**src/plc_consts.svh**
```systemverilog
// Register offsets, reset values and timing counts of the line controller.
// Included by the package, the controller and the bench; definitions only.
`ifndef PLC_CONSTS_SVH
`define PLC_CONSTS_SVH
`define PLC_OFF_CLAIM 8'h00
`define PLC_OFF_RELEASE 8'h04
`define PLC_OFF_OWN_STAT 8'h08
`define PLC_OFF_OE_SET 8'h10
`define PLC_OFF_OE_CLR 8'h14
`define PLC_OFF_OE_STAT 8'h18
`define PLC_OFF_GF_SET 8'h20
`define PLC_OFF_GF_CLR 8'h24
`define PLC_OFF_GF_STAT 8'h28
`define PLC_OFF_OL_SET 8'h30
`define PLC_OFF_OL_CLR 8'h34
`define PLC_OFF_OL_STAT 8'h38
`define PLC_OFF_PIN_STAT 8'h3c
`define PLC_RST_OWN_A 32'h3fffffff
`define PLC_RST_OWN_B 32'h00ffffff
`define PLC_RST_ZERO 32'h00000000
`define PLC_GF_LEN 2
`define PLC_RESP_OKAY 2'b00
`define PLC_RESP_SLVERR 2'b10
`endif

```
**src/plc_pkg.sv**
```systemverilog
// Types shared by the line controller and its bench.
// Assumes the constants header is on the include path.
`include "plc_consts.svh"
package plc_pkg;
    typedef struct packed {
        logic [7:0] addr;
        logic [31:0] data;
    } plc_wr_t;
    typedef struct packed {
        logic [31:0] line_out;
        logic [31:0] line_oe;
    } plc_drive_t;
endpackage

```
**src/plc_ctrl.sv**
```systemverilog
// Parallel line controller: 32 lines, set/clear/status registers on AXI4-Lite.
// Assumes pins arrive asynchronously and peripherals sit on mclk.
//
// Implementation choice: the AXI4-Lite slave port.
`timescale 1ns/1ps
`include "plc_consts.svh"
// Operation
// - Writing one to line_release returns that line to its peripheral.
// - Ownership status updates on every claim or release, instance-chosen reset.
// - Ownership bit is one when controller owns line, zero for peripheral.
// - output_enable_set sets stored enable; no pin effect under peripheral.
// - output_enable_clear clears stored enable even under peripheral; zeros ignored.
// - Output status shows enables, resets zero, acts only under ownership.
// - glitch_filter_set selects the filter whatever the ownership.
// - glitch_filter_clear deselects the filter whatever the ownership.
// - Filter status resets zero; filter serves peripheral and controller paths.
// - With filter selected and clock stopped, filtered values hold.
// - output_latch_set sets latch; pin follows only if enabled and owned.
// - output_latch_clear clears latch; pin affected only if enabled and owned.
// - Latch status resets zero; reaches pin only if owned and output.
// - line_claim gives controller the pin; peripheral input held at zero.
// - Pin level status returns the synchronised pin level, filtered on lines with the filter selected.
module plc_ctrl #(
    parameter logic [31:0] OWN_RESET = `PLC_RST_OWN_A
) (
    input wire logic mclk,
    input wire logic nrst,
    input wire logic clk_en,
    input wire logic [7:0] s_axi_awaddr,
    input wire logic s_axi_awvalid,
    output logic s_axi_awready,
    input wire logic [31:0] s_axi_wdata,
    input wire logic [3:0] s_axi_wstrb,
    input wire logic s_axi_wvalid,
    output logic s_axi_wready,
    output logic [1:0] s_axi_bresp,
    output logic s_axi_bvalid,
    input wire logic s_axi_bready,
    input wire logic [7:0] s_axi_araddr,
    input wire logic s_axi_arvalid,
    output logic s_axi_arready,
    output logic [31:0] s_axi_rdata,
    output logic [1:0] s_axi_rresp,
    output logic s_axi_rvalid,
    input wire logic s_axi_rready,
    input wire logic [31:0] pin_in,
    output plc_pkg::plc_drive_t pin_drive,
    input wire logic [31:0] periph_out,
    input wire logic [31:0] periph_oe,
    output logic [31:0] periph_in,
    output logic [31:0] line_owned
);
    import plc_pkg::*;

    logic [31:0] own_q, oe_q, gf_q, ol_q;
    logic [31:0] sync1_q, sync2_q, filt_q;
    logic [`PLC_GF_LEN-1:0] gf_cnt_q [32];
    logic aw_q, w_q, bvalid_q, rvalid_q;
    plc_wr_t wr_q;
    logic [1:0] bresp_q, rresp_q;
    logic [31:0] rdata_q;

    // Byte-lane mask from the strobes; partial writes touch only their lanes.
    function automatic logic [31:0] lane_mask(input logic [3:0] s);
        lane_mask = {{8{s[3]}}, {8{s[2]}}, {8{s[1]}}, {8{s[0]}}};
    endfunction

    // Write channel decode; a write fires when both halves are held and no response is pending.
    wire wr_fire = aw_q && w_q && !bvalid_q;
    wire [31:0] wd = wr_q.data;
    wire hit_claim = wr_fire && wr_q.addr == `PLC_OFF_CLAIM;
    wire hit_rel = wr_fire && wr_q.addr == `PLC_OFF_RELEASE;
    wire hit_oes = wr_fire && wr_q.addr == `PLC_OFF_OE_SET;
    wire hit_oec = wr_fire && wr_q.addr == `PLC_OFF_OE_CLR;
    wire hit_gfs = wr_fire && wr_q.addr == `PLC_OFF_GF_SET;
    wire hit_gfc = wr_fire && wr_q.addr == `PLC_OFF_GF_CLR;
    wire hit_ols = wr_fire && wr_q.addr == `PLC_OFF_OL_SET;
    wire hit_olc = wr_fire && wr_q.addr == `PLC_OFF_OL_CLR;
    wire wr_ok = hit_claim | hit_rel | hit_oes | hit_oec | hit_gfs | hit_gfc |
                 hit_ols | hit_olc;

    // Ready only while the half is empty, so each side is taken once.
    assign s_axi_awready = clk_en && !aw_q;
    assign s_axi_wready = clk_en && !w_q;
    assign s_axi_arready = clk_en && !rvalid_q;
    assign s_axi_bvalid = bvalid_q;
    assign s_axi_bresp = bresp_q;
    assign s_axi_rvalid = rvalid_q;
    assign s_axi_rdata = rdata_q;
    assign s_axi_rresp = rresp_q;

    // Capture of address and data halves, in either order.
    always_ff @(posedge mclk or negedge nrst) begin
        if (!nrst) begin
            aw_q <= 1'b0;
            w_q <= 1'b0;
            wr_q <= '0;
        end else if (clk_en) begin
            if (s_axi_awvalid && s_axi_awready) begin
                aw_q <= 1'b1;
                wr_q.addr <= s_axi_awaddr;
            end
            if (s_axi_wvalid && s_axi_wready) begin
                w_q <= 1'b1;
                wr_q.data <= s_axi_wdata & lane_mask(s_axi_wstrb);
            end
            if (wr_fire) begin
                aw_q <= 1'b0;
                w_q <= 1'b0;
            end
        end
    end

    // Write response; unmapped or read-only offsets answer SLVERR.
    always_ff @(posedge mclk or negedge nrst) begin
        if (!nrst) begin
            bvalid_q <= 1'b0;
            bresp_q <= `PLC_RESP_OKAY;
        end else if (clk_en) begin
            if (wr_fire) begin
                bvalid_q <= 1'b1;
                bresp_q <= wr_ok ? `PLC_RESP_OKAY : `PLC_RESP_SLVERR;
            end else if (s_axi_bready) begin
                bvalid_q <= 1'b0;
            end
        end
    end

    // Configuration state: set and clear strobes work on stored bits only.
    always_ff @(posedge mclk or negedge nrst) begin
        if (!nrst) begin
            own_q <= OWN_RESET;
            oe_q <= `PLC_RST_ZERO;
            gf_q <= `PLC_RST_ZERO;
            ol_q <= `PLC_RST_ZERO;
        end else if (clk_en) begin
            if (hit_claim) own_q <= own_q | wd;
            if (hit_rel) own_q <= own_q & ~wd;
            if (hit_oes) oe_q <= oe_q | wd;
            if (hit_oec) oe_q <= oe_q & ~wd;
            if (hit_gfs) gf_q <= gf_q | wd;
            if (hit_gfc) gf_q <= gf_q & ~wd;
            if (hit_ols) ol_q <= ol_q | wd;
            if (hit_olc) ol_q <= ol_q & ~wd;
        end
    end

    // Two-stage pin synchroniser; only the second stage feeds logic.
    always_ff @(posedge mclk or negedge nrst) begin
        if (!nrst) begin
            sync1_q <= '0;
            sync2_q <= '0;
        end else if (clk_en) begin
            sync1_q <= pin_in;
            sync2_q <= sync1_q;
        end
    end

    // Glitch filter: a new level must persist for the counter span.
    // With the clock frozen the filtered level simply holds.
    always_ff @(posedge mclk or negedge nrst) begin
        if (!nrst) begin
            filt_q <= '0;
            for (int i = 0; i < 32; i++) gf_cnt_q[i] <= '0;
        end else if (clk_en) begin
            for (int i = 0; i < 32; i++) begin
                if (sync2_q[i] == filt_q[i]) begin
                    gf_cnt_q[i] <= '0;
                end else if (&gf_cnt_q[i]) begin
                    filt_q[i] <= sync2_q[i];
                    gf_cnt_q[i] <= '0;
                end else begin
                    gf_cnt_q[i] <= gf_cnt_q[i] + 1'b1;
                end
            end
        end
    end

    // Input seen by both paths: filtered where selected, else synchronised.
    wire [31:0] in_level = (gf_q & filt_q) | (~gf_q & sync2_q);

    // Pin drive mux: controller bits act only on owned lines.
    assign pin_drive.line_out = (own_q & ol_q) | (~own_q & periph_out);
    assign pin_drive.line_oe = (own_q & oe_q) | (~own_q & periph_oe);
    assign periph_in = ~own_q & in_level;
    assign line_owned = own_q;

    // Read decode; strobe registers read as zero with no side effect.
    logic [31:0] rd_mux;
    logic rd_ok;
    always_comb begin
        rd_mux = '0;
        rd_ok = 1'b1;
        case (s_axi_araddr)
            `PLC_OFF_OWN_STAT: rd_mux = own_q;
            `PLC_OFF_OE_STAT: rd_mux = oe_q;
            `PLC_OFF_GF_STAT: rd_mux = gf_q;
            `PLC_OFF_OL_STAT: rd_mux = ol_q;
            `PLC_OFF_PIN_STAT: rd_mux = in_level;
            `PLC_OFF_CLAIM, `PLC_OFF_RELEASE, `PLC_OFF_OE_SET,
            `PLC_OFF_OE_CLR, `PLC_OFF_GF_SET, `PLC_OFF_GF_CLR,
            `PLC_OFF_OL_SET, `PLC_OFF_OL_CLR: rd_mux = '0;
            default: rd_ok = 1'b0;
        endcase
    end

    // Read response register.
    always_ff @(posedge mclk or negedge nrst) begin
        if (!nrst) begin
            rvalid_q <= 1'b0;
            rdata_q <= '0;
            rresp_q <= `PLC_RESP_OKAY;
        end else if (clk_en) begin
            if (s_axi_arvalid && s_axi_arready) begin
                rvalid_q <= 1'b1;
                rdata_q <= rd_mux;
                rresp_q <= rd_ok ? `PLC_RESP_OKAY : `PLC_RESP_SLVERR;
            end else if (s_axi_rready) begin
                rvalid_q <= 1'b0;
            end
        end
    end

    property p_release;
        @(posedge mclk) disable iff (!nrst)
        (clk_en && hit_rel) |=> ((own_q & $past(wd)) == 32'h0);
    endproperty
    a_release: assert property (p_release) else $error("release kept");

    property p_claim;
        @(posedge mclk) disable iff (!nrst)
        (clk_en && hit_claim) |=> ((own_q & $past(wd)) == $past(wd));
    endproperty
    a_claim: assert property (p_claim) else $error("claim lost");

    property p_own_stable;
        @(posedge mclk) disable iff (!nrst)
        (clk_en && !hit_claim && !hit_rel) |=> $stable(own_q);
    endproperty
    a_own_stable: assert property (p_own_stable)
        else $error("ownership moved");

    property p_oe_clear;
        @(posedge mclk) disable iff (!nrst)
        (clk_en && hit_oec) |=> ((oe_q & $past(wd)) == 32'h0);
    endproperty
    a_oe_clear: assert property (p_oe_clear) else $error("oe kept");

    property p_oe_set;
        @(posedge mclk) disable iff (!nrst)
        (clk_en && hit_oes) |=> ((oe_q & $past(wd)) == $past(wd));
    endproperty
    a_oe_set: assert property (p_oe_set) else $error("oe not set");

    property p_gf;
        @(posedge mclk) disable iff (!nrst)
        (clk_en && hit_gfs) |=> ((gf_q & $past(wd)) == $past(wd));
    endproperty
    a_gf: assert property (p_gf) else $error("filter not set");

    property p_gf_clr;
        @(posedge mclk) disable iff (!nrst)
        (clk_en && hit_gfc) |=> ((gf_q & $past(wd)) == 32'h0);
    endproperty
    a_gf_clr: assert property (p_gf_clr) else $error("filter kept");

    property p_hold;
        @(posedge mclk) disable iff (!nrst)
        !clk_en |=> $stable(filt_q) && $stable(sync2_q);
    endproperty
    a_hold: assert property (p_hold) else $error("held value moved");

    property p_latch;
        @(posedge mclk) disable iff (!nrst)
        (clk_en && hit_ols) |=> ((ol_q & $past(wd)) == $past(wd));
    endproperty
    a_latch: assert property (p_latch) else $error("latch not set");

    property p_latch_clr;
        @(posedge mclk) disable iff (!nrst)
        (clk_en && hit_olc) |=> ((ol_q & $past(wd)) == 32'h0);
    endproperty
    a_latch_clr: assert property (p_latch_clr)
        else $error("latch kept");

    property p_pin_owned;
        @(posedge mclk) disable iff (!nrst)
        1'b1 |-> ((pin_drive.line_oe & own_q) == (oe_q & own_q)) &&
                 ((periph_in & own_q) == 32'h0);
    endproperty
    a_pin_owned: assert property (p_pin_owned)
        else $error("owned drive wrong");

    // Every strobe offset has bit 3 clear and every status offset has it
    // set, so one address bit tells a strobe read from a status read.
    wire rd_strobe = rd_ok && !s_axi_araddr[3];

    // Strobe and ownership reads, refused writes, the frozen clock and the pad drive.
    property p_strobe_read;
        @(posedge mclk) disable iff (!nrst)
        (s_axi_arvalid && s_axi_arready && rd_strobe) |=>
            (s_axi_rdata == 32'h0);
    endproperty
    a_strobe_read: assert property (p_strobe_read)
        else $error("strobe read not zero");

    property p_own_read;
        @(posedge mclk) disable iff (!nrst)
        (s_axi_arvalid && s_axi_arready &&
            s_axi_araddr == `PLC_OFF_OWN_STAT) |=>
            (s_axi_rdata == $past(own_q));
    endproperty
    a_own_read: assert property (p_own_read)
        else $error("ownership read wrong");

    property p_bad_write;
        @(posedge mclk) disable iff (!nrst)
        (clk_en && wr_fire && !wr_ok) |=> $stable(own_q) && $stable(oe_q) &&
            $stable(gf_q) && $stable(ol_q);
    endproperty
    a_bad_write: assert property (p_bad_write)
        else $error("refused write changed state");

    property p_freeze;
        @(posedge mclk) disable iff (!nrst)
        !clk_en |=> $stable(own_q) && $stable(oe_q) && $stable(gf_q) &&
            $stable(ol_q) && $stable(s_axi_bvalid) && $stable(s_axi_rvalid);
    endproperty
    a_freeze: assert property (p_freeze)
        else $error("state moved while frozen");

    property p_periph_drive;
        @(posedge mclk) disable iff (!nrst)
        (((pin_drive.line_oe ^ periph_oe) & ~own_q) == 32'h0) &&
            (((pin_drive.line_out ^ periph_out) & ~own_q) == 32'h0);
    endproperty
    a_periph_drive: assert property (p_periph_drive)
        else $error("peripheral drive lost");

    property p_latch_pin;
        @(posedge mclk) disable iff (!nrst)
        (((pin_drive.line_out ^ ol_q) & own_q) == 32'h0);
    endproperty
    a_latch_pin: assert property (p_latch_pin)
        else $error("latch not on owned pin");

    c_write: cover property (@(posedge mclk) disable iff (!nrst)
        wr_fire ##[1:4] s_axi_bvalid && s_axi_bready);
    c_read: cover property (@(posedge mclk) disable iff (!nrst)
        s_axi_rvalid && s_axi_rready && s_axi_rdata != 32'h0);
    c_filter: cover property (@(posedge mclk) disable iff (!nrst)
        (gf_q != 32'h0) && $changed(filt_q));
    c_partial: cover property (@(posedge mclk) disable iff (!nrst)
        s_axi_wvalid && s_axi_wready && s_axi_wstrb != 4'hf);
    c_freeze: cover property (@(posedge mclk) disable iff (!nrst)
        !clk_en && gf_q != 32'h0);
endmodule // plc_ctrl

```
**config.mk**
```make
export PLATFORM = sky130hd
export DESIGN_NAME = plc_ctrl
export DESIGN_NICKNAME = d
export VERILOG_FILES = /design/src/plc_pkg.sv /design/src/plc_ctrl.sv
export VERILOG_INCLUDE_DIRS = /design/src /design/src/src
export SDC_FILE = /design/constraint.sdc
export NUM_CORES = 1
export LEC_CHECK = 0
export ABC_CLOCK_PERIOD_IN_PS = 5800
export BUFFER_PORTS_ARGS = -buffer_cell sky130_fd_sc_hd__buf_2
export CAP_MARGIN = 20
export CELL_PAD_IN_SITES_DETAIL_PLACEMENT = 1
export CELL_PAD_IN_SITES_GLOBAL_PLACEMENT = 1
export CORE_UTILIZATION = 49
export DETAILED_ROUTE_END_ITERATION = 8
export PLACE_DENSITY = 0.92
export SLEW_MARGIN = 0
export SYNTH_ARGS = -nofsm -noshare
export SYNTH_HDL_FRONTEND = slang
export SYNTH_SLANG_ARGS = --single-unit
```
**constraint.sdc**
```tcl
create_clock -name mclk -period 5.8 [get_ports mclk]
set_clock_uncertainty 0.2 [all_clocks]
set_input_delay 0.58 -clock mclk [delete_from_list [all_inputs] [get_ports mclk]]
set_output_delay 0.58 -clock mclk [all_outputs]
set_load 0.005 [all_outputs]
```
==> results of run 1 <==
## power by group through the flow
| stage | sequential, uW | combinational (uW) | clock (uW) |
|---|---|---|---|
| 6_report | 4250 | 2920 | 2720 |
| 3_5_place_dp | 4230 | 2830 | 0 |
| 2_1_floorplan | 3700 | 2130 | 0 |
| 5_1_grt | 4310 | 3150 | 2840 |
| 4_1_cts | 4220 | 2910 | 2740 |
| 3_3_place_gp | 4140 | 2630 | 0 |
## through the flow
| step | cell area, um^2 | power, uW | setup slack, ns |
|---|---|---|---|
| 3_5_place_dp | 21120 | 7059 | 2.635 |
| 3_3_place_gp | 21120 | 6773 | 2.766 |
| 5_1_grt | 22530 | 10290 | 2.820 |
| 4_1_cts | 22530 | 9869 | 2.954 |
| 2_1_floorplan | 19250 | 5831 | 3.537 |
| 6_report | 22540 | 9889 | 2.911 |
## layout make-up
| class | count | area [um^2] |
|---|---|---|
| Antenna cell | 2 | 5.005 |
| Sequential cell | 366 | 9204 |
| Multi-Input combinational cell | 1125 | 9174 |
| Inverter | 76 | 285.3 |
| Clock inverter | 9 | 77.57 |
| Timing Repair Buffer | 344 | 1821 |
| Tap cell | 518 | 648.1 |
| Fill cell | 4125 | 16200 |
| Clock buffer | 66 | 1323 |
## metal layers
metal | wire length [um] | track usage, %
met2 | 33820 | 58.31
met4 | 4324 | 20.63
met5 | 15 | 0
met3 | 5150 | 5.955
met1 | 24600 | 39.62
## how the worst max path moves through the flow
| stage | startpoint | end | slack, ns | depth (start not counted) |
|---|---|---|---|---|
| 2_1_floorplan | clk_en | s_axi_wready | 3.54 | 4 |
| 4_1_cts | wr_q[37] | flop | 2.95 | 4 |
| 5_1_grt | wr_q[37] | flop | 2.82 | 4 |
| 3_3_place_gp | clk_en | flop | 2.77 | 6 |
| 3_5_place_dp | s_axi_araddr[4] | s_axi_rdata[10] | 2.64 | 5 |
| 6_report | wr_q[36] | flop | 2.91 | 4 |
## worst max-delay path, stage by stage (launching register included)
cell and delay, ns:
dfrtp_4 0.90, buf_4 0.69, nand3_1 0.22, nor4_1 0.34
mux2_2 0.38
## placed cells by master, fill, tap and decap left out, drive strengths merged, types with 30 or more instances in the layout
master,instances
xnor2,32
nor4,97
dfrtp,336
mux2i,32
nor2,49
nand4,33
nand3,35
ha,32
dfstp,30
clkbuf,66
o22ai,44
inv,77
o221ai,32
mux2,316
nor3b,33
nand2,181
buf,343
o21ai,52
nand3b,67
## cells by family (layout without fill, tap and decap cells)
| kind of cell | count (synthesis) | after routing |
|---|---|---|
| xor+xnor | 32 | 32 |
| other cells | 1 | 4 |
| compound gates | 173 | 173 |
| flops | 366 | 366 |
| buf+inv | 221 | 495 |
| simple gates | 526 | 526 |
| fa+ha+maj | 32 | 32 |
| mux | 360 | 360 |
==> flow_summary_export.csv, run 1 <==
group,metric,value,unit
outcome,status,"complete, no violations",
sta,rsz0062_at_grt,"false",
sta,final_hold_viol_count,0,
global_route,grt_max_degree,143,
sta,slew_headroom,22.32,%
pwr,internal-power,6050,uW
logic_synthesis,synth.top_cell.area_share,43.69,%
final_layout,final_layout_size_suffix_gt1_share,42.20,%
critical_path,rr_worst_depth,4,
clocking,post_cts_resized,0,
clocking,post_cts.repair.setup_buffers,0,
final_layout,final_util,58.18,%
global_route,grt_pass1_wl,104.9,mm
pwr,power.leakage,0.009917,uW
logic_synthesis,synth_top_flop_cell,"dfrtp_1",
place,placedCellCount,2428,
place,place_congestion,0.9189,
critical_path,critPathKind,"flop to flop",
sta,period_share,49.81,%
floorplan,die_h,200.2,um
min_path,min_from,"pin_in[29]",
run,max-cap-violations,0,
pwr,clockPowerShare,27.5,%
logic_synthesis,synth_fa_ha_area_share,2.080,%
clocking,clock_path_buffers,3,
sta,holdWs,0.05183,ns
min_path,hp-class,"primary input to flop",
logic_synthesis,avgSynthCellArea,11.25,um^2
logic_synthesis,synthCells,1711,
routing,wl_per_cell,27.10,um
sta,tightest_slew,1.162,ns
logic_synthesis,synthTopCellsByCount,"dfrtp_1 (336), mux2_2 (316), nand2_1 (181)",
routing,drc,0,
logic_synthesis,synthSimpleGateAreaFrac,16.29,%
pwr,p_switching,3839,uW
floorplan,ioPinCount,325,
sta,min_period,2.889,ns
floorplan,dieWidth,200.2,um
clocking,clk_pin_slew,0.06,ns
critical_path,crit_arrival,3.12,ns
clocking,cts_buffers,41,
logic_synthesis,yosysMostFrequentCell,"dfrtp_1",
routing,route.vias.total,15940,
routing,drt_iter0_markers,1177,
critical_path,cp.required,6.04,ns
clocking,clockRootBuffer,"clkbuf_16",
clocking,clock_sinks,366,
logic_synthesis,synth_mux_area_share,21.56,%
sta,slew_violations,0,
global_route,antenna_found_initial,2,
clocking,cts_tree,"done",
sta,max_freq,0.3461,GHz
logic_synthesis,synth_area,0.01925,mm^2
logic_synthesis,synth_xor_area_share,1.456,%
logic_synthesis,synthDistinctLibCells,38,
logic_synthesis,synth_edf_count,0,
floorplan,initial_core_util,49.68,%
clocking,h-tree-depth,2,
logic_synthesis,ys_top_cells_by_area,"dfrtp_1 (44%), mux2_2 (18%), dfstp_2 (4.1%)",
pwr,seqPwrFrac,43.0,%
floorplan,rows,72,
sta,setup_viol,0,
global_route,grt_pass1_vias,17370,
routing,dr.pass1.iters,6,
final_layout,layout.nets,2142,
place,io_buffers,322,
clocking,clk_latency,0.56,ns
routing,viasPerCell,6.360,
global_route,grtUsageTotal,33.95,%
clocking,cts_hold_buf,1,
min_path,whs_path_depth,2,
critical_path,crit_fanout,66,
pwr,switching_share,38.82,%
critical_path,reg2reg_from,"wr_q[36]",
pwr,peakVddDrop,0.2105,mV
logic_synthesis,ys_warn_count,0,
floorplan,core_area,0.03874,mm^2
routing,antenna_left,0,
logic_synthesis,synth_top_family_by_area,"multiplexers",
min_path,hold_end,"sync1_q[29]",
logic_synthesis,synth_compound_area_share,6.085,%
critical_path,cp-start-kind,"flop",
logic_synthesis,synth_seq_cells,366,
critical_path,r2r_slack,2.91,ns
global_route,grt_overflow,0,
pwr,cellPowerDensity,438.8,mW/mm^2
place,dpl.hpwl,43.08,mm
routing,wirelength,67.92,mm
final_layout,areaGrowthSynthToFinish,17.10,%
logic_synthesis,synth_area_leader_cell,"dfrtp_1",
logic_synthesis,async_reset_ff_share,100.0,%
critical_path,crit_path_end_kind,"flop",
logic_synthesis,yosysSeqAreaShare,47.78,%
sta,fin_setup_tns,0,ns
pwr,pwr-share-comb,29.5,%
floorplan,die_area,0.04007,mm^2
final_layout,final_cell_count_no_fill,2506,
No activity file was read; power rests on OpenSTA's default activity.
==> run 2: changes to the inputs <==
--- a/config.mk
+++ b/config.mk
@@ -6,14 +6,14 @@
 export SDC_FILE = /design/constraint.sdc
 export NUM_CORES = 1
 export LEC_CHECK = 0
-export ABC_CLOCK_PERIOD_IN_PS = 5800
+export ABC_CLOCK_PERIOD_IN_PS = 2700
 export BUFFER_PORTS_ARGS = -buffer_cell sky130_fd_sc_hd__buf_2
 export CAP_MARGIN = 20
 export CELL_PAD_IN_SITES_DETAIL_PLACEMENT = 1
 export CELL_PAD_IN_SITES_GLOBAL_PLACEMENT = 1
-export CORE_UTILIZATION = 49
+export CORE_UTILIZATION = 45
 export DETAILED_ROUTE_END_ITERATION = 8
-export PLACE_DENSITY = 0.92
+export PLACE_DENSITY = 0.86
 export SLEW_MARGIN = 0
 export SYNTH_ARGS = -nofsm -noshare
 export SYNTH_HDL_FRONTEND = slang
==> constraint.sdc (replaced) <==
create_clock -name mclk -period 2.7 [get_ports mclk]
set_clock_uncertainty 0.2 [all_clocks]
set_input_delay 0.27 -clock mclk [delete_from_list [all_inputs] [get_ports mclk]]
set_output_delay 0.27 -clock mclk [all_outputs]
set_load 0.005 [all_outputs]
==> flow_summary_export.csv, run 2 (synthesis gave the netlist of run 1 again) <==
group,metric,value,unit
floorplan,rows,75,
clocking,h-tree-depth,2,
critical_path,critPathKind,"flop to flop",
clocking,clock_sinks,366,
final_layout,diodes,0,
sta,period_share,86.56,%
final_layout,layout_common_cells,"dfrtp_1 (334), buf_2 (320), mux2_2 (316)",
sta,slew_violations,0,
critical_path,crit_path_end_kind,"flop",
clocking,clockRootBuffer,"clkbuf_16",
routing,dr.pass1.iters,5,
clocking,cts_buffers,41,
outcome,status,"complete, no violations",
final_layout,areaGrowthSynthToFinish,24.03,%
sta,setup_viol,0,
sta,max_freq,0.4279,GHz
critical_path,crit_fanout,52,
min_path,hp-class,"primary input to asynchronous set/reset pin",
global_route,grt_pass1_vias,17260,
final_layout,final_common_cell,"dfrtp_1",
critical_path,reg2reg_from,"wr_q[37]",
routing,antenna_left,0,
run,max-cap-violations,0,
global_route,antenna_found_initial,1,
global_route,grtUsageTotal,30.28,%
routing,viasPerCell,5.997,
clocking,clk_pin_slew,0.06,ns
final_layout,layout.nets,2271,
floorplan,ioPinCount,325,
clocking,post_cts_resized,0,
sta,rsz0062_at_grt,"false",
routing,wl_per_cell,24.63,um
critical_path,path_cells,"buf_4, nand3_1, nor4_1, mux2_2",
routing,route.vias.total,15920,
clocking,clk_latency,0.56,ns
global_route,grt_max_degree,129,
critical_path,critPathLaunch,"wr_q[37]",
sta,final_hold_viol_count,0,
place,pre_cts_ws,0.4749,ns
global_route,grt_pass1_wl,101.7,mm
sta,slew_headroom,32.05,%
routing,drc,0,
global_route,grt_overflow,0,
critical_path,slowest_delay,0.78,ns
critical_path,cp.required,2.94,ns
critical_path,cp-start-kind,"flop",
sta,min_period,2.337,ns
final_layout,final_layout_size_suffix_gt1_share,40.36,%
floorplan,core_area,0.04204,mm^2
routing,wirelength,65.40,mm
pwr,peakVddDrop,0.7892,mV
sta,worst_slack,0.3628,ns
place,dpl.hpwl,43.74,mm
pwr,cellPowerDensity,880.3,mW/mm^2
floorplan,initial_core_util,45.78,%
place,io_buffers,322,
floorplan,dieWidth,208.8,um
routing,drt_iter0_markers,1075,
final_layout,regArea,0.009204,mm^2
pwr,power.leakage,0.01044,uW
critical_path,crit_arrival,2.58,ns
final_layout,multi_input_area,0.009174,mm^2
sta,fin_setup_tns,0,ns
critical_path,rr_worst_depth,4,
clocking,clock_path_buffers,3,
floorplan,die_h,208.8,um
clocking,cts_tree,"done",
floorplan,die_area,0.04360,mm^2
place,place_congestion,0.9127,
sta,tightest_slew,1.018,ns
final_layout,fillers,4452,
critical_path,slowest_stage,"dfrtp_4",
==> run 2: changes by cell type in the layout (fill, tap and decap cells not counted), sizes merged <==
| cell | delta |
|---|---|
| clkbuf | -1 |
| dlygate4sd3 | +111 |
| bufinv | -1 |
| diode | -2 |
| clkinv | +3 |
| buf | +18 |
==> run 2: path summary, 6_finish.rpt <==
check / to / slack [ns]
setup / recovery: flop / 0.36
hold / removal: wd[11] / 0.06
setup reg to reg: flop / 0.36
hold reg to reg: s_axi_rdata[17] / 0.29
max in group asynchronous: asynchronous set/reset pin / 1.38
min in group mclk: gf_cnt_q[46] / 0.06
==> run 2: what timing repair did <==
item	in CTS	in global routing
hold buffers	112	0
buffers inserted	0	0
endpoints found under the hold margin	201	0
==> run 2: through the flow <==
step | utilization (%) | power, uW | instance area, um^2 | std cells | hold slack (ns)
after floorplan | - | 12530 | 19250 | 1712 | -0.2256
after global placement | 50.88 | 14660 | 21390 | 2466 | 0.07488
after detailed placement | 50.88 | 15200 | 21390 | 2466 | 0.08099
after CTS | 56.73 | 21030 | 23850 | 2654 | 0.05984
after global routing | 56.78 | 22070 | 23870 | 2655 | 0.09041
final | 56.78 | 21010 | 23870 | 2655 | 0.05696
==> run 2: critical path, delay by kind of cell (launching register included) <==
kind	cells	cell delay [ns]
mux	1	0.38
simple gates	2	0.47
flops	1	0.78
buf+inv	1	0.37
==> run 2: layout make-up <==
cell class                 instances  area share, %
clock buffer                      65          5.357
inverter                          76          1.195
multi-input combinational       1125          38.43
sequential                       366          38.56
tap                              539          2.825
timing repair buffer             473          13.37
clock inverter                    11         0.2621
==> run 2: metal layers <==
metal | wire length (um) | share of wire, % | vias up | GRT usage, %
li1 | - | - | 6941 | -
met2 | 33090 | 51 | 682 | 53.01
met3 | 3940 | 6.0 | 178 | 4.914
met5 | 10 | 0.015 | - | 0
met1 | 24900 | 38 | 8119 | 35.94
met4 | 3456 | 5.3 | 2 | 15.31
==> run 2: power by group <==
group / total, uW / switching [uW] / internal [uW]
Combinational: 6430 / 3520 / 2910
Sequential: 9000 / 2060 / 6930
Clock: 5590 / 2340 / 3250
Total: 21000 / 7920 / 13100
